**src/rcod_pkg.sv**
```systemverilog
// package of constants for the reference clock output divider
package rcod_pkg;

   // ************************************************************
   // register map
   // ************************************************************
   localparam int          AXI_ADDR_W     = 4;        // byte address width of the slave
   localparam int          AXI_DATA_W     = 32;       // bus data width
   localparam logic [3:0]  CTRL_OFFSET    = 4'h0;     // reference_clock_control byte address
   localparam int          CTRL_W         = 8;        // implemented register width

   // ************************************************************
   // reference_clock_control field layout
   // ************************************************************
   localparam int          EN_BIT         = 7;        // refclk_module_enable
   localparam int          DUTY_LSB       = 3;        // refclk_duty_select low bit
   localparam int          DUTY_W         = 2;        // refclk_duty_select width
   localparam int          DIV_LSB        = 0;        // refclk_divider_select low bit
   localparam int          DIV_W          = 3;        // refclk_divider_select width
   localparam logic [7:0]  CTRL_RESET     = 8'h10;    // duty msb set, all else clear
   localparam logic [7:0]  CTRL_WR_MASK   = 8'h9f;    // bits 6..5 unimplemented

   // ************************************************************
   // encodings
   // ************************************************************
   localparam logic [1:0]  DUTY_0         = 2'h0;     // output held low
   localparam logic [1:0]  DUTY_25        = 2'h1;     // quarter period high
   localparam logic [1:0]  DUTY_50        = 2'h2;     // half period high
   localparam logic [1:0]  DUTY_75        = 2'h3;     // three quarters high
   localparam logic [2:0]  DIV_BASE       = 3'h0;     // undivided system clock
   localparam logic [1:0]  RESP_OKAY      = 2'h0;     // axi okay
   localparam logic [1:0]  RESP_SLVERR    = 2'h2;     // axi slave error, unmapped address

   // ************************************************************
   // generator states, one-hot
   // ************************************************************
   typedef enum logic [2:0] {
      RCOD_OFF  = 3'b001,                             // disabled, counter parked
      RCOD_BASE = 3'b010,                             // undivided, follows clock
      RCOD_DIV  = 3'b100                              // divided and shaped
   } rcod_state_t;

endpackage

```
**src/rcod_wave_gen.sv**
```systemverilog
// divide counter and duty shaper that drive the reference clock outputs
`timescale 1ns/1ns
`default_nettype none
module rcod_wave_gen #(
   parameter int DIV_SEL_W = 3                          // width of divider code
) (
   input  wire logic                          aclk,       // system clock, sole source
   input  wire logic                          aresetn,    // sync reset, active low
   input  wire logic                          enable,     // module enable level
   input  wire logic                          sleep,      // clock stopped, hold state
   input  wire logic [rcod_pkg::DIV_W-1:0]    div_sel,    // divider code
   input  wire logic [rcod_pkg::DUTY_W-1:0]   duty_sel,   // duty code
   output logic                               ref_out,    // pin copy of reference
   output logic                               periph_out, // copy for on-chip users
   output logic [6:0]                         count       // divide counter, for checks
);
   import rcod_pkg::*;

   // ************************************************************
   // elaboration check
   // ************************************************************
   if (DIV_SEL_W != DIV_W) begin : g_bad_width
      $error("rcod_wave_gen: divider code width must be 3");
   end

   rcod_state_t state;                                  // current mode
   rcod_state_t next_state;                             // mode for next edge
   logic [6:0]  next_count;                             // next counter value
   logic        next_out;                               // next output level
   logic [7:0]  divisor;                                // 1 .. 128
   logic [7:0]  high_time;                              // cycles high per period
   logic [6:0]  last_count;                             // terminal count

   // ************************************************************
   // period and high time from the codes
   // ************************************************************
   // a divisor of two cannot show a quarter, so any nonzero duty gets at least one cycle
   always_comb begin
      divisor    = 8'h01 << div_sel;
      last_count = 7'(divisor - 8'h01);
      case (duty_sel)
         DUTY_25: high_time = divisor >> 2;
         DUTY_50: high_time = divisor >> 1;
         DUTY_75: high_time = (divisor >> 1) + (divisor >> 2);
         default: high_time = 8'h00;
      endcase
      if (duty_sel != DUTY_0 && high_time == 8'h00) begin
         high_time = 8'h01;                             // shortest visible pulse
      end
   end

   // ************************************************************
   // next state, counter and output
   // ************************************************************
   always_comb begin
      next_state = state;
      next_count = count;
      next_out   = ref_out;
      if (sleep) begin
         // clock stopped: everything keeps its level
         next_state = state;
      end else if (!enable) begin
         next_state = RCOD_OFF;
      end else if (div_sel == DIV_BASE) begin
         next_state = RCOD_BASE;
      end else begin
         next_state = RCOD_DIV;
      end
      if (!sleep) begin
         case (next_state)
            RCOD_OFF: begin
               // parked at the period start so the next enable is clean
               next_count = 7'h00;
               next_out   = 1'b0;
            end
            RCOD_BASE: begin
               // toggles on every edge, duty code has no effect here
               next_count = 7'h00;
               next_out   = ~ref_out;
            end
            RCOD_DIV: begin
               // a live code change may cut a period short, accepted as is
               next_out   = ({1'b0, count} < high_time);
               next_count = (count >= last_count) ? 7'h00 : 7'(count + 7'h01);
            end
            default: begin
               next_count = 7'h00;
               next_out   = 1'b0;
            end
         endcase
      end
   end

   // ************************************************************
   // registers, clocked only by the system clock
   // ************************************************************
   always_ff @(posedge aclk) begin
      if (!aresetn) begin
         state      <= RCOD_OFF;
         count      <= 7'h00;
         ref_out    <= 1'b0;
         periph_out <= 1'b0;
      end else begin
         state      <= next_state;
         count      <= next_count;
         ref_out    <= next_out;
         periph_out <= next_out;
      end
   end

endmodule
`default_nettype wire

```
**src/rcod_top.sv**
```systemverilog
// reference clock output divider with its axi4-lite control register
// Operation
// - output derived only from system clock
// - enable starts output glitch free
// - clearing enable stops output immediately
// - divider code selects divide by 1..128
// - divider field bits 2..0, reset zero
// - duty code selects 0/25/50/75 percent
// - undivided setting ignores duty code
// - duty field resets to 50 percent
// - live field writes apply while running
// - sleep freezes outputs at current level
// - enable bit 7, reset zero
// - bits 6..5 read zero, ignore writes
// - reference also feeds on-chip peripherals
`timescale 1ns/1ns
`default_nettype none
module rcod_top (
   input  wire logic                              aclk,          // system clock
   input  wire logic                              aresetn,       // sync reset, active low
   input  wire logic [rcod_pkg::AXI_ADDR_W-1:0]   s_axi_awaddr,  // write address
   input  wire logic                              s_axi_awvalid, // write address valid
   output logic                                   s_axi_awready, // write address ready
   input  wire logic [rcod_pkg::AXI_DATA_W-1:0]   s_axi_wdata,   // write data
   input  wire logic [3:0]                        s_axi_wstrb,   // write byte enables
   input  wire logic                              s_axi_wvalid,  // write data valid
   output logic                                   s_axi_wready,  // write data ready
   output logic [1:0]                             s_axi_bresp,   // write response
   output logic                                   s_axi_bvalid,  // write response valid
   input  wire logic                              s_axi_bready,  // write response ready
   input  wire logic [rcod_pkg::AXI_ADDR_W-1:0]   s_axi_araddr,  // read address
   input  wire logic                              s_axi_arvalid, // read address valid
   output logic                                   s_axi_arready, // read address ready
   output logic [rcod_pkg::AXI_DATA_W-1:0]        s_axi_rdata,   // read data
   output logic [1:0]                             s_axi_rresp,   // read response
   output logic                                   s_axi_rvalid,  // read data valid
   input  wire logic                              s_axi_rready,  // read data ready
   input  wire logic                              sleep,         // device asleep, clock stopped
   output logic                                   ref_clock_out_pin,     // reference to pin
   output logic                                   data_signal_modulator  // reference to modulator
);
   import rcod_pkg::*;

   // ************************************************************
   // control register and write channel state
   // ************************************************************
   logic [7:0]  ctrl;                                   // reference_clock_control
   logic [7:0]  next_ctrl;                              // next register value
   logic        aw_held;                                // write address captured
   logic        next_aw_held;
   logic        w_held;                                 // write data captured
   logic        next_w_held;
   logic [3:0]  aw_addr_q;                              // captured write address
   logic [3:0]  next_aw_addr_q;
   logic [7:0]  wdata_q;                                // captured low data byte
   logic [7:0]  next_wdata_q;
   logic        wstrb0_q;                               // captured low byte enable
   logic        next_wstrb0_q;
   logic        next_awready;
   logic        next_wready;
   logic        next_bvalid;
   logic [1:0]  next_bresp;
   logic        wr_do;                                  // both halves present, commit
   logic        aw_take;                                // address handshake this edge
   logic        w_take;                                 // data handshake this edge

   // ************************************************************
   // write path: address and data in either order, then response
   // ************************************************************
   always_comb begin
      aw_take        = s_axi_awvalid && s_axi_awready;
      w_take         = s_axi_wvalid && s_axi_wready;
      next_aw_held   = aw_held || aw_take;
      next_w_held    = w_held || w_take;
      next_aw_addr_q = aw_take ? s_axi_awaddr : aw_addr_q;
      next_wdata_q   = w_take ? s_axi_wdata[7:0] : wdata_q;
      next_wstrb0_q  = w_take ? s_axi_wstrb[0] : wstrb0_q;
      wr_do          = aw_held && w_held && !s_axi_bvalid;
      next_ctrl      = ctrl;
      next_bvalid    = s_axi_bvalid;
      next_bresp     = s_axi_bresp;
      if (wr_do) begin
         next_aw_held = 1'b0;
         next_w_held  = 1'b0;
         next_bvalid  = 1'b1;
         if (aw_addr_q[3:2] == CTRL_OFFSET[3:2]) begin
            next_bresp = RESP_OKAY;
            // fields change even while running; glitches are the writer's risk
            if (wstrb0_q) begin
               next_ctrl = wdata_q & CTRL_WR_MASK;
            end
         end else begin
            next_bresp = RESP_SLVERR;                   // unmapped word
         end
      end else if (s_axi_bvalid && s_axi_bready) begin
         next_bvalid = 1'b0;
      end
      // one outstanding write: ready drops once its half is held
      next_awready = !next_aw_held && !next_bvalid;
      next_wready  = !next_w_held && !next_bvalid;
   end

   always_ff @(posedge aclk) begin
      if (!aresetn) begin
         ctrl          <= CTRL_RESET;
         aw_held       <= 1'b0;
         w_held        <= 1'b0;
         aw_addr_q     <= 4'h0;
         wdata_q       <= 8'h00;
         wstrb0_q      <= 1'b0;
         s_axi_awready <= 1'b0;
         s_axi_wready  <= 1'b0;
         s_axi_bvalid  <= 1'b0;
         s_axi_bresp   <= RESP_OKAY;
      end else begin
         ctrl          <= next_ctrl;
         aw_held       <= next_aw_held;
         w_held        <= next_w_held;
         aw_addr_q     <= next_aw_addr_q;
         wdata_q       <= next_wdata_q;
         wstrb0_q      <= next_wstrb0_q;
         s_axi_awready <= next_awready;
         s_axi_wready  <= next_wready;
         s_axi_bvalid  <= next_bvalid;
         s_axi_bresp   <= next_bresp;
      end
   end

   // ************************************************************
   // read path: one read at a time, data registered
   // ************************************************************
   logic        next_arready;
   logic        next_rvalid;
   logic [31:0] next_rdata;
   logic [1:0]  next_rresp;

   always_comb begin
      next_arready = s_axi_arready;
      next_rvalid  = s_axi_rvalid;
      next_rdata   = s_axi_rdata;
      next_rresp   = s_axi_rresp;
      if (s_axi_arvalid && s_axi_arready) begin
         next_arready = 1'b0;
         next_rvalid  = 1'b1;
         if (s_axi_araddr[3:2] == CTRL_OFFSET[3:2]) begin
            // upper bits and unimplemented bits read as zero
            next_rdata = {24'h000000, ctrl & CTRL_WR_MASK};
            next_rresp = RESP_OKAY;
         end else begin
            next_rdata = 32'h00000000;
            next_rresp = RESP_SLVERR;
         end
      end else if (s_axi_rvalid && s_axi_rready) begin
         next_rvalid  = 1'b0;
         next_arready = 1'b1;
      end else if (!s_axi_rvalid) begin
         next_arready = 1'b1;
      end
   end

   always_ff @(posedge aclk) begin
      if (!aresetn) begin
         s_axi_arready <= 1'b0;
         s_axi_rvalid  <= 1'b0;
         s_axi_rdata   <= 32'h00000000;
         s_axi_rresp   <= RESP_OKAY;
      end else begin
         s_axi_arready <= next_arready;
         s_axi_rvalid  <= next_rvalid;
         s_axi_rdata   <= next_rdata;
         s_axi_rresp   <= next_rresp;
      end
   end

   // ************************************************************
   // waveform generator
   // ************************************************************
   logic       gen_en;                                  // refclk_module_enable
   logic [2:0] gen_div;                                 // refclk_divider_select
   logic [1:0] gen_duty;                                // refclk_duty_select
   logic [6:0] gen_count;                               // divide counter

   assign gen_en   = ctrl[EN_BIT];
   assign gen_div  = ctrl[DIV_LSB +: DIV_W];
   assign gen_duty = ctrl[DUTY_LSB +: DUTY_W];

   rcod_wave_gen #(
      .DIV_SEL_W (DIV_W)
   ) u_wave (
      .aclk       (aclk),
      .aresetn    (aresetn),
      .enable     (gen_en),
      .sleep      (sleep),
      .div_sel    (gen_div),
      .duty_sel   (gen_duty),
      .ref_out    (ref_clock_out_pin),
      .periph_out (data_signal_modulator),
      .count      (gen_count)
   );
endmodule
`default_nettype wire

```
**config.mk**
```make
export PLATFORM = sky130hd
export DESIGN_NAME = rcod_top
export DESIGN_NICKNAME = d
export VERILOG_FILES = /design/src/rcod_pkg.sv /design/src/rcod_wave_gen.sv /design/src/rcod_top.sv
export SDC_FILE = /design/constraint.sdc
export NUM_CORES = 1
export LEC_CHECK = 0
export BUFFER_PORTS_ARGS = -buffer_cell sky130_fd_sc_hd__buf_4
export CAP_MARGIN = 20
export CORE_MARGIN = 5
export CORE_UTILIZATION = 54
export DETAILED_ROUTE_END_ITERATION = 7
export PLACE_DENSITY = 0.87
export SKIP_CTS_REPAIR_TIMING = 1
export SYNTH_ARGS = -nofsm -noshare
export SYNTH_HDL_FRONTEND = slang
export SYNTH_SLANG_ARGS = --single-unit
```
**constraint.sdc**
```tcl
create_clock -name aclk -period 8.3 [get_ports aclk]
set_input_delay 2.075 -clock aclk [delete_from_list [all_inputs] [get_ports aclk]]
set_output_delay 2.075 -clock aclk [all_outputs]
set_load 0.03 [all_outputs]
```
==> Yosys cells after proc, flatten, opt, wreduce, memory -nomap -nowiden <==
Index checks and enable logic that the tools add are counted.
{ "word_totals": {"register_bits": 73} }
{ "classes": {"n_addsub": 3, "order_cmp": 2, "eq_ne": 6, "n_shift": 1, "muxes": 19, "bitwise": 2, "reduce_logical": 24} }
{ "ops": {"columns": ["cell", "n"], "rows": [
  ["$pmux W8 S3", 1],
  ["$mux W8", 2],
  ["$mux W7", 2],
  ["$logic_and A1 B1 Y1", 10],
  ["$mux W3", 3],
  ["$add A7 B6 Y8", 1],
  ["$logic_not A8 Y1", 1],
  ["$lt A7 B8 Y1", 1],
  ["$mux W1", 8],
  ["$shl A1 B3 Y8 const A", 1],
  ["$add A7 B1 Y7 const B", 1],
  ["$ge A7 B7 Y1", 1],
  ["$sub A7 B1 Y7 const B", 1],
  ["$eq A2 B2 Y1 const B", 2],
  ["$logic_not A1 Y1", 4],
  ["$logic_not A2 Y1", 2],
  ["$mux W2", 2],
  ["$reduce_bool A2 Y1", 2],
  ["$eq A3 B2 Y1 const B", 1],
  ["$eq A3 B3 Y1 const B", 1],
  ["$logic_not A3 Y1", 1],
  ["$reduce_and A3 Y1", 1],
  ["$eq A2 B1 Y1 const B", 1],
  ["$logic_or A1 B1 Y1", 2],
  ["4 further kinds", 5]
]} }

==> Depth between registers and ports, before layout <==
Gate-level depths: netlist of run 1.
{ "depth": {"ltp_word": 8, "mapped_depth": 15, "mapped_depth_nobuf": 15} }

==> Hierarchy <==
Synthesis of run 1 repeated with hierarchy kept, for this count alone.
{ "unflattened": {"cells_unflattened": 323, "hier_area_um2": 2665.1} }
{ "by_module_without_submodules": {"columns": ["mod", "instances", "cells_each", "area_per_inst_um2", "seq_area_each_um2"], "rows": [
  ["rcod_top", 1, 142, 1337.5, 600.6],
  ["rcod_wave_gen", 1, 181, 1327.5, 160.2]
]} }

==> Worst setup path before layout of run 1 <==
OpenSTA, ideal clock, no wires.
{ "synth_path": {"path_type": "in2reg", "from": "in sleep", "to": "reg u_wave.count[6]", "arrival_ns": 2.853, "required_time_ns": 8.182, "setup_slack_ns": 5.328, "path_stages": 6, "path_buffers": 1, "path_cell_list": "buf_2 -> nor2b_1 -> and3_1 -> nand3_1 -> xor2_1 -> nor2_1"} }
{ "synth_between": {"elab_chain_cells": 3} }
{ "synth_lines": {"columns": ["item", "line_no", "rtl"], "rows": [
  ["from (decl)", "rcod_top.sv:38", "input wire logic sleep,"],
  ["$mux W3", "rcod_wave_gen.sv:59", "if (sleep) begin"],
  ["$eq A3 B3 Y1", "rcod_wave_gen.sv:70", "case (next_state)"],
  ["$mux W7", "rcod_wave_gen.sv:70", null],
  ["to (signal assigned)", "rcod_wave_gen.sv:105", "count <= next_count;"],
  ["to (decl)", "rcod_wave_gen.sv:15", "output logic [6:0] count"]
]} }
Several ways; a longest one is shown, not always the timed one.
A chain may end at the register's enable or synchronous reset.

==> Worst setup path in the final report of run 1 <==
{ "layout_path": {"from": "reg ctrl[1]", "to": "reg u_wave.ref_out"} }
{ "layout_between": {"elab_chain_cells": 8} }
{ "layout_lines": {"columns": ["item", "line_no", "rtl"], "rows": [
  ["from (decl)", "rcod_top.sv:47", "logic [7:0] ctrl;"],
  ["from (signal assigned)", "rcod_top.sv:116", "ctrl <= next_ctrl;"],
  ["$shl A1 B3 Y8", "rcod_wave_gen.sv:39", "divisor = 8'h01 << div_sel;"],
  ["$add A7 B6 Y8", "rcod_wave_gen.sv:44", "DUTY_75: high_time = (divisor >> 1) + (divisor >> 2);"],
  ["$pmux W8 S3", "rcod_wave_gen.sv:41", "case (duty_sel)"],
  ["$logic_not A8 Y1", "rcod_wave_gen.sv:47", "if (duty_sel != DUTY_0 && high_time == 8'h00) begin"],
  ["$logic_and A1 B1 Y1", "rcod_wave_gen.sv:47", null],
  ["$mux W8", "rcod_wave_gen.sv:47", null],
  ["$lt A7 B8 Y1", "rcod_wave_gen.sv:83", "next_out = ({1'b0, count} < high_time);"],
  ["$pmux W1 S2 (*)", "rcod_wave_gen.sv:70", null],
  ["to (signal assigned)", "rcod_wave_gen.sv:106", "ref_out <= next_out;"],
  ["to (decl)", "rcod_wave_gen.sv:13", "output logic ref_out,"]
]} }
Mark *: on every way between the ends. The rest lies on a longest branch, timed or not.

==> results of run 1 <==
==> metal layers <==
layer | part of all wire [%] | up-vias | track usage [%]
li1 | - | 1137 | -
met1 | 44 | 1059 | 21.4
met2 | 48 | 57 | 28.2
met3 | 6.4 | 5 | 4.32
met4 | 1.4 | 0 | 7.60
met5 | 0 | - | 0
==> cell usage in the layout (no fill, tap or decap), types with 8 or more instances in the layout <==
master / netlist / routed
o21ai_0: 12 / 12
conb_1: 1 / 28
ha_1: 23 / 23
dfxtp_1: 41 / 41
nand3_1: 23 / 23
a21boi_0: 11 / 11
nand2_1: 37 / 37
inv_1: 8 / 8
nor2b_1: 14 / 14
buf_4: 32 / 33
nor2_1: 18 / 18
mux2i_1: 8 / 8
a21oi_1: 15 / 15
==> path summary, 6_finish.rpt <==
path                                 start             end
worst min register to register  wdata_q[2]      wdata_q[2]
worst max-delay path               ctrl[1]  u_wave.ref_out
worst min-delay path            wdata_q[2]      wdata_q[2]
worst max register to register     ctrl[1]  u_wave.ref_out
==> kinds of logic (layout without fill, tap and decap cells) <==
kind of cell / count (synthesis) / after routing / synth area share [%]
compound gates: 70 / 70 / 17.9
xor+xnor: 9 / 9 / 2.90
fa+ha+maj: 23 / 23 / 10.6
buf+inv: 54 / 50 / 12.1
flops: 41 / 41 / 30.2
mux: 9 / 9 / 3.36
other cells: 1 / 28 / 0.138
simple gates: 123 / 123 / 22.8
==> worst max-delay path: cells and delay by family, from the launching register on <==
family,cells,cell delay (ns)
fa+ha+maj,3,0.89
simple gates,5,0.87
compound gates,4,0.76
flops,1,0.69
buf+inv,2,0.32
==> report_power, final <==
part | leakage [nW] | internal (mW) | switching, mW
clock | 0.0549 | 0.0767 | 0.0708
combinational | 0.929 | 0.0148 | 0.0344
sequential | 0.333 | 0.202 | 0.00464
==> final cells by class <==
class | instances | share of cell area [%]
Sequential cell | 41 | 27.7
Clock buffer | 7 | 3.25
Inverter | 9 | 1.14
Timing Repair Buffer | 33 | 8.37
Clock inverter | 1 | 0.296
Tap cell | 67 | 2.83
Multi-Input combinational cell | 262 | 56.4
==> state kept, by name (all words and copies together) (netlist names), 2 cells and up <==
| register | count |
|---|---|
| s_axi_rdata | 6 |
| u_wave.state | 3 |
| aw_addr_q | 2 |
| ctrl | 6 |
| u_wave.count | 7 |
| wdata_q | 6 |
==> through the flow <==
step | total power [mW] | worst slack (ns) | cells
2_1_floorplan | 0.257 | 5.33 | 357
3_3_place_gp | 0.259 | 4.83 | 412
3_5_place_dp | 0.260 | 4.79 | 412
4_1_cts | 0.406 | 4.68 | 420
5_1_grt | 0.421 | 4.38 | 420
6_report | 0.403 | 4.66 | 420
==> impl_metrics.tcl, run 1 <==
set metrics [dict create \
    status "finished clean" \
    syn2layout_area_growth_pct 8.98 \
    grt-ovfl-total 0 \
    drive_gt1_share_pct 14.4 \
    power.density_nw_per_um2 136 \
    fill_cells 426 \
    cp_slowest_cell "dfxtp_1" \
    diodes 0 \
    skew_ns 0.00784 \
    drv_slew 0 \
    hold_depth 2 \
    routedWlPerCell_um 13.1 \
    antenna_found_initial 0 \
    synth_cells 330 \
    ant_nets 0 \
    async_flop_share_pct 0 \
    clock_latency_ns 0.30 \
    max-vdd-ir-drop_mv 0.150 \
    ff2ff_path_depth 14 \
    crit_fanout 16 \
    cp_data_required_time_ns 8.51 \
    grt_max_degree 32 \
    synth_top_area_cell "dfxtp_1" \
    yosysMostFrequentCell "dfxtp_1" \
    cts_tree "yes" \
    drcViolationCount 0 \
    fin_nets 427 \
    seq_area_frac_synth_pct 30.2 \
    io_buffers 33 \
    cts_max_level 2 \
    cts-root-buf "clkbuf_8" \
    start_util_pct 56.4 \
    ff_latch_area_um2 821 \
    end_kind "flip-flop" \
    io_pins 95 \
    cp.arrival_ns 3.85 \
    hold_ws_ns 0.470 \
    cts_max_path_buffers 2 \
    drtIter0Drc 183 \
    ys_top_cells_by_area "dfxtp_1 (30%), ha_1 (11%), buf_4 (8.8%)" \
    grtUsageTotal_pct 17.3 \
    netlist_area_um2 2720 \
    cp_cell_sequence "inv_1 > nor3_1 > inv_1 > ha_1 > ha_1 > nand3_1 > and3_1 > o21ai_0 > ha_1 > o21ai_0 > nand2b_1 > a21oi_1 > nor4_1 > o32ai_1" \
    setup_viol 0 \
    clk_pin_slew_worst_paths_ns 0.08 \
    rrSetupSlack_ns 4.66 \
    die_height_um 80.9 \
    critPathLaunchType "flip-flop" \
    path_class "reg2reg" \
    rsz0062_at_grt "no" \
    synth.distinct_cells 56 \
    multi_input_area_um2 1670 \
    fp.dieW_um 80.9 \
    slowest_delay_ns 0.69 \
    synth_seq_cells 41 \
    firstDrtPassIters 4 \
    relSlewSlack_pct 51.4 \
    gp_congestion 0.850 \
    synth_edf_count 0 \
    p_leak_nw 1.32 \
    synth.top_cells.by_count "dfxtp_1 (41), nand2_1 (37), buf_4 (32), ha_1 (23), nand3_1 (23)" \
    via_per_inst 5.38 \
    detail_route.wirelength_um 5500 \
    fin_crit_sh_pct 43.9 \
    synth_top_area_share_pct 30.2 \
    dpl_cell_area_um2 2860 \
    numCtsBuffers 5 \
    dpl.hpwl_um 4150 \
    cap_violations 0 \
    yosysWarningCount 0 \
    utilization_pct 61.5 \
    clock_sinks 41 \
    fin_area_um2 2960 \
    grt_pass1_wl_um 8930 \
    fp.coreArea_um2 4820 \
    grt_pass1_vias 2086 \
    ys.flop_type "dfxtp_1" \
    tns_ns 0 \
    worst_slew_pin_slew_ns 0.727 \
    hp-class "reg2reg" \
    min_period_ns 3.64 \
    avgSynthCellArea_um2 8.23 \
    final-hold-violation-count 0 \
    placementRows 25 \
    max_freq_mhz 275 \
    num_vias 2258 \
    crit_path_frequent_cell "ha_1" \
    die_area_um2 6550 \
]
Power figures use the tool's default switching activity.
==> run 2, diff against run 1 <==
CORE_UTILIZATION = 50   (was 54)
PLACE_DENSITY = 0.82   (was 0.87)
clock period = 3.8 ns   (was 8.3 ns; I/O delays follow)
==> impl_metrics.tcl, run 2 (synthesis results as in run 1) <==
set metrics [dict create \
    drcViolationCount 0 \
    largest_reg_flops 7 \
    final-hold-violation-count 0 \
    grtUsageTotal_pct 15.6 \
    routedWlPerCell_um 12.9 \
    p_leak_nw 1.32 \
    die_area_um2 7010 \
    setup_viol 0 \
    io_pins 95 \
    utilization_pct 57.2 \
    path_class "reg2reg" \
    grt_max_degree 32 \
    placementRows 26 \
    met3_usage_pct 3.95 \
    gp_congestion 0.866 \
    critPathLaunchType "flip-flop" \
    end_kind "flip-flop" \
    fin_crit_sh_pct 85.3 \
    clk_pin_slew_worst_paths_ns 0.09 \
    relSlewSlack_pct 59.7 \
    min_period_ns 3.24 \
    detail_route.wirelength_um 5490 \
    worst_slew_pin_slew_ns 0.603 \
    max_freq_mhz 308 \
    drv_slew 0 \
    syn2layout_area_growth_pct 9.53 \
    num_vias 2232 \
    dpl.hpwl_um 4220 \
    rsz0062_at_grt "no" \
    clock_latency_ns 0.30 \
    fp.coreArea_um2 5200 \
    grt-ovfl-total 0 \
    skew_ns 0.00968 \
    diodes 0 \
    layout_commonest_cell "dfxtp_1" \
    grt_pass1_vias 2016 \
    final_cells 426 \
    regMostFlops "u_wave.count" \
    fp.dieW_um 83.7 \
    clock_sinks 41 \
    hp-class "reg2reg" \
    drtIter0Drc 170 \
    fin_nets 430 \
    grtUsageMet2_pct 25.5 \
    grt_pass1_wl_um 9150 \
    via_per_inst 5.24 \
    cts_tree "yes" \
    dp.cells 418 \
    antenna_found_initial 0 \
    ant_nets 0 \
    fin_area_um2 2980 \
    start_util_pct 52.2 \
    drive_gt1_share_pct 15.2 \
    power.density_nw_per_um2 288 \
    cts_max_path_buffers 2 \
    firstDrtPassIters 4 \
    numCtsBuffers 5 \
    status "finished clean" \
    layout_common_cells "dfxtp_1 (41), nand2_1 (37), buf_4 (36)" \
    io_buffers 33 \
    die_height_um 83.7 \
    cap_violations 0 \
    cp.arrival_ns 3.45 \
    dpl_cell_area_um2 2880 \
    hold_ws_ns 0.467 \
    grt_use_met1_pct 20.1 \
    cts_max_level 2 \
    crit_fanout 16 \
    busiest_layer "met2" \
    cp_data_required_time_ns 4.01 \
    max-vdd-ir-drop_mv 0.256 \
    cts-root-buf "clkbuf_8" \
    tns_ns 0 \
]
==> run 2: path summary, 6_finish.rpt <==
| path | from | end | slack (ns) | cells past startpoint |
|---|---|---|---|---|
| setup / recovery | ctrl[0] | u_wave.ref_out | 0.56 | 14 |
| setup reg to reg | ctrl[0] | u_wave.ref_out | 0.56 | 14 |
| hold / removal | aw_addr_q[3] | aw_addr_q[3] | 0.47 | 2 |
| hold reg to reg | aw_addr_q[3] | aw_addr_q[3] | 0.47 | 2 |
==> run 2: layout make-up <==
class / instances / area [µm²]
Sequential cell: 41 / 821
Timing Repair Buffer: 36 / 270
Inverter: 9 / 33.8
Tap cell: 70 / 87.6
Fill cell: 504 / 2230
Multi-Input combinational cell: 262 / 1670
Clock buffer: 5 / 68.8
Clock inverter: 3 / 25.0
==> run 2: critical path, cell delays in order, from the launching register on <==
cell      delay [ns]
dfxtp_1         0.71
and2b_4         0.29
nand2_1         0.11
inv_1           0.08
ha_1            0.20
ha_1            0.27
nand3_1         0.12
and3_1          0.21
o21ai_0         0.22
ha_1            0.28
o21ai_0         0.15
nand2b_1        0.07
a21oi_1         0.14
nor4_1          0.06
o32ai_1         0.22
==> run 2: power by group <==
group | switching (mW) | internal, mW | leakage [nW] | total, mW
combinational | 0.0738 | 0.0324 | 0.945 | 0.106
sequential | 0.0100 | 0.441 | 0.333 | 0.451
clock | 0.166 | 0.133 | 0.0447 | 0.299
==> run 2: layer usage <==
layer  routed length, µm  up-vias
li1                    -     1144
met1                2600     1024
met2                2570       62
met3                 295        2
met4                  29        0
met5                   0        -
==> run 2: per-stage QoR <==
stage               power [mW]  setup slack (ns)
floorplan                0.560              1.02
global placement         0.565             0.675
detailed placement       0.567             0.652
CTS                      0.863             0.600
global route             0.898             0.308
finish                   0.856             0.557
==> run 3, diff against run 2 <==
ABC_AREA = 1   (was not set)
CELL_PAD_IN_SITES_DETAIL_PLACEMENT = 0   (was not set)
CELL_PAD_IN_SITES_GLOBAL_PLACEMENT = 1   (was not set)
CORE_UTILIZATION = 35   (was 50)
PLACE_DENSITY = 0.83   (was 0.82)
==> impl_metrics.tcl, run 3 <==
set metrics [dict create \
    r2r-end "u_wave.count[3]" \
    grt_max_degree 27 \
    firstDrtPassIters 4 \
    via_per_inst 4.61 \
    cts_tree "yes" \
    clkPwrFrac_pct 30.8 \
    fin_nets 467 \
    clock_sinks 41 \
    drive_gt1_share_pct 14.8 \
    detail_route.wirelength_um 5580 \
    die_area_um2 9360 \
    drcViolationCount 0 \
    utilization_pct 40.1 \
    final-hold-violation-count 0 \
    synth.top_cells.by_count "nand2_1 (57), inv_1 (44), dfxtp_1 (41), nor2_1 (38), buf_4 (30)" \
    end_kind "flip-flop" \
    numCtsBuffers 5 \
    ant_nets 0 \
    regMostFlops "u_wave.count" \
    async_flop_share_pct 0 \
    setup_viol 0 \
    hold-path-endpoint "s_axi_awready" \
    relSlewSlack_pct 48.5 \
    grtUsageTotal_pct 11.9 \
    cp_data_required_time_ns 3.95 \
    critPathTopFamily "compound AO/OA/AOI/OAI gates" \
    cp_slowest_cell "dfxtp_1" \
    p_seq_share_pct 53.9 \
    hp-class "reg2reg" \
    diodes 0 \
    dp.cells 484 \
    cts-root-buf "clkbuf_8" \
    worst_slack_ns 0.697 \
    pre_cts_ws_ns 0.758 \
    io_buffers 33 \
    seq_area_frac_synth_pct 31.2 \
    fin_crit_sh_pct 81.7 \
    hold_depth 1 \
    r2r_start "ctrl[0]" \
    synth_top_area_cell "dfxtp_1" \
    synth_top_area_share_pct 31.2 \
    fill_cells 816 \
    dpl.hpwl_um 4390 \
    max_freq_mhz 322 \
    netlist_area_um2 2630 \
    synth_cells 361 \
    die_height_um 96.7 \
    cp.arrival_ns 3.26 \
    p_leak_nw 1.35 \
    yosysMostFrequentCell "nand2_1" \
    yosysWarningCount 0 \
    cap_violations 0 \
    ys.flop_type "dfxtp_1" \
    status "finished clean" \
    cp_cell_sequence "inv_1 > nor2_1 > nand2_1 > ha_1 > o31ai_1 > xor2_1 > ha_1 > o21ai_0 > nand2_1 > nand3_1 > a31oi_1 > a211oi_1" \
    layout_commonest_cell "nand2_1" \
    grt-ovfl-total 0 \
    synth_edf_count 0 \
    p_comb_share_pct 15.3 \
    power_switching_mw 0.240 \
    syn2layout_area_growth_pct 11.1 \
    gp_congestion 0.872 \
    io_pins 95 \
    final_cells 490 \
    synth_seq_cells 41 \
    worst_slew_pin_slew_ns 0.767 \
    clk_pin_slew_worst_paths_ns 0.07 \
    p_sw_share_pct 28.4 \
    hold_ws_ns 0.422 \
    tns_ns 0 \
    crit_fanout 11 \
    fp.coreArea_um2 7290 \
    critPathLaunchType "flip-flop" \
    rrSetupSlack_ns 0.70 \
    power.density_nw_per_um2 289 \
    routedWlPerCell_um 11.4 \
    grt_pass1_vias 2144 \
    rsz0062_at_grt "no" \
    antenna_found_initial 0 \
    skew_ns 0.00355 \
    slowest_delay_ns 0.64 \
    fp.dieW_um 96.7 \
    max-vdd-ir-drop_mv 0.210 \
    start_util_pct 36.1 \
    avgSynthCellArea_um2 7.30 \
    path_class "reg2reg" \
    grt_pass1_wl_um 9540 \
    cts_max_path_buffers 2 \
    placementRows 31 \
    min_period_ns 3.10 \
    ys_top_cells_by_area "dfxtp_1 (31%), ha_1 (11%), buf_4 (8.6%)" \
    ff2ff_path_depth 12 \
    internal_power_mw 0.605 \
    largest_reg_flops 7 \
    num_vias 2259 \
    crit_buf_inv 1 \
    cts_max_level 2 \
    drv_slew 0 \
    layout_common_cells "nand2_1 (57), inv_1 (44), dfxtp_1 (41)" \
    min_from "aw_held" \
    clock_latency_ns 0.29 \
    drtIter0Drc 150 \
    synth.distinct_cells 37 \
]
[run 3: cell types whose count changed after synthesis, sizes merged, moves of 9 or more]
| cell | change |
|---|---|
| nor2 | +25 |
| nand3 | -9 |
| a21boi | -12 |
| nor2b | -14 |
| a21oi | +10 |
| o21ai | +14 |
| inv | +38 |
| nand2 | +25 |
[run 3: logic make-up (layout without fill, tap and decap cells)]
| logic type | Yosys count | count (layout) | share of synthesized area, % |
|---|---|---|---|
| AO/OA/AOI/OAI | 76 | 76 | 17.1 |
| AND/OR/NAND/NOR | 132 | 132 | 22.6 |
| other | 1 | 28 | 0.142 |
| XOR/XNOR | 5 | 5 | 1.66 |
| buffers and inverters | 83 | 86 | 16.5 |
| adder cells (fa/ha/maj) | 23 | 23 | 10.9 |
| flip-flops | 41 | 41 | 31.2 |
[run 3: power groups by stage]
stage | Sequential [mW] | Combinational (mW) | Clock, mW
2_1_floorplan | 0.475 | 0.106 | 0
6_report | 0.456 | 0.129 | 0.260
4_1_cts | 0.456 | 0.130 | 0.272
5_1_grt | 0.458 | 0.143 | 0.287
3_3_place_gp | 0.466 | 0.128 | 0
3_5_place_dp | 0.466 | 0.130 | 0
[run 3: how the worst max path moves through the flow]
| stage | startpoint | endpoint | depth (start not counted) |
|---|---|---|---|
| after floorplan | ctrl[1] | u_wave.ref_out | 18 |
| after global placement | ctrl[0] | u_wave.ref_out | 18 |
| after detailed placement | ctrl[0] | u_wave.ref_out | 18 |
| after CTS | ctrl[0] | u_wave.ref_out | 18 |
| after global routing | ctrl[0] | u_wave.ref_out | 18 |
| final | ctrl[0] | u_wave.count[3] | 12 |
[run 3: through the flow]
step / power, mW / instance area [µm²]
6_report: 0.845 / 2930
5_1_grt: 0.889 / 2930
4_1_cts: 0.858 / 2930
3_5_place_dp: 0.596 / 2850
3_3_place_gp: 0.594 / 2850
2_1_floorplan: 0.581 / 2740
[run 3: layout make-up]
class	count	area [µm²]	share of cell area, %
Sequential cell	41	821	28.1
Clock inverter	1	5.00	0.171
Multi-Input combinational cell	264	1480	50.6
Clock buffer	5	68.8	2.35
Timing Repair Buffer	33	248	8.47
Inverter	47	179	6.12
Tap cell	99	124	4.23
[run 3: per-layer routing]
layer	part of all wire [%]	up-vias	global-route usage, %	wire, µm
li1	-	1185	-	-
met1	46	1014	14.4	2560
met2	49	52	21.3	2720
met3	4.1	8	2.52	231
met4	1.2	0	3.24	65
met5	0	-	0	0
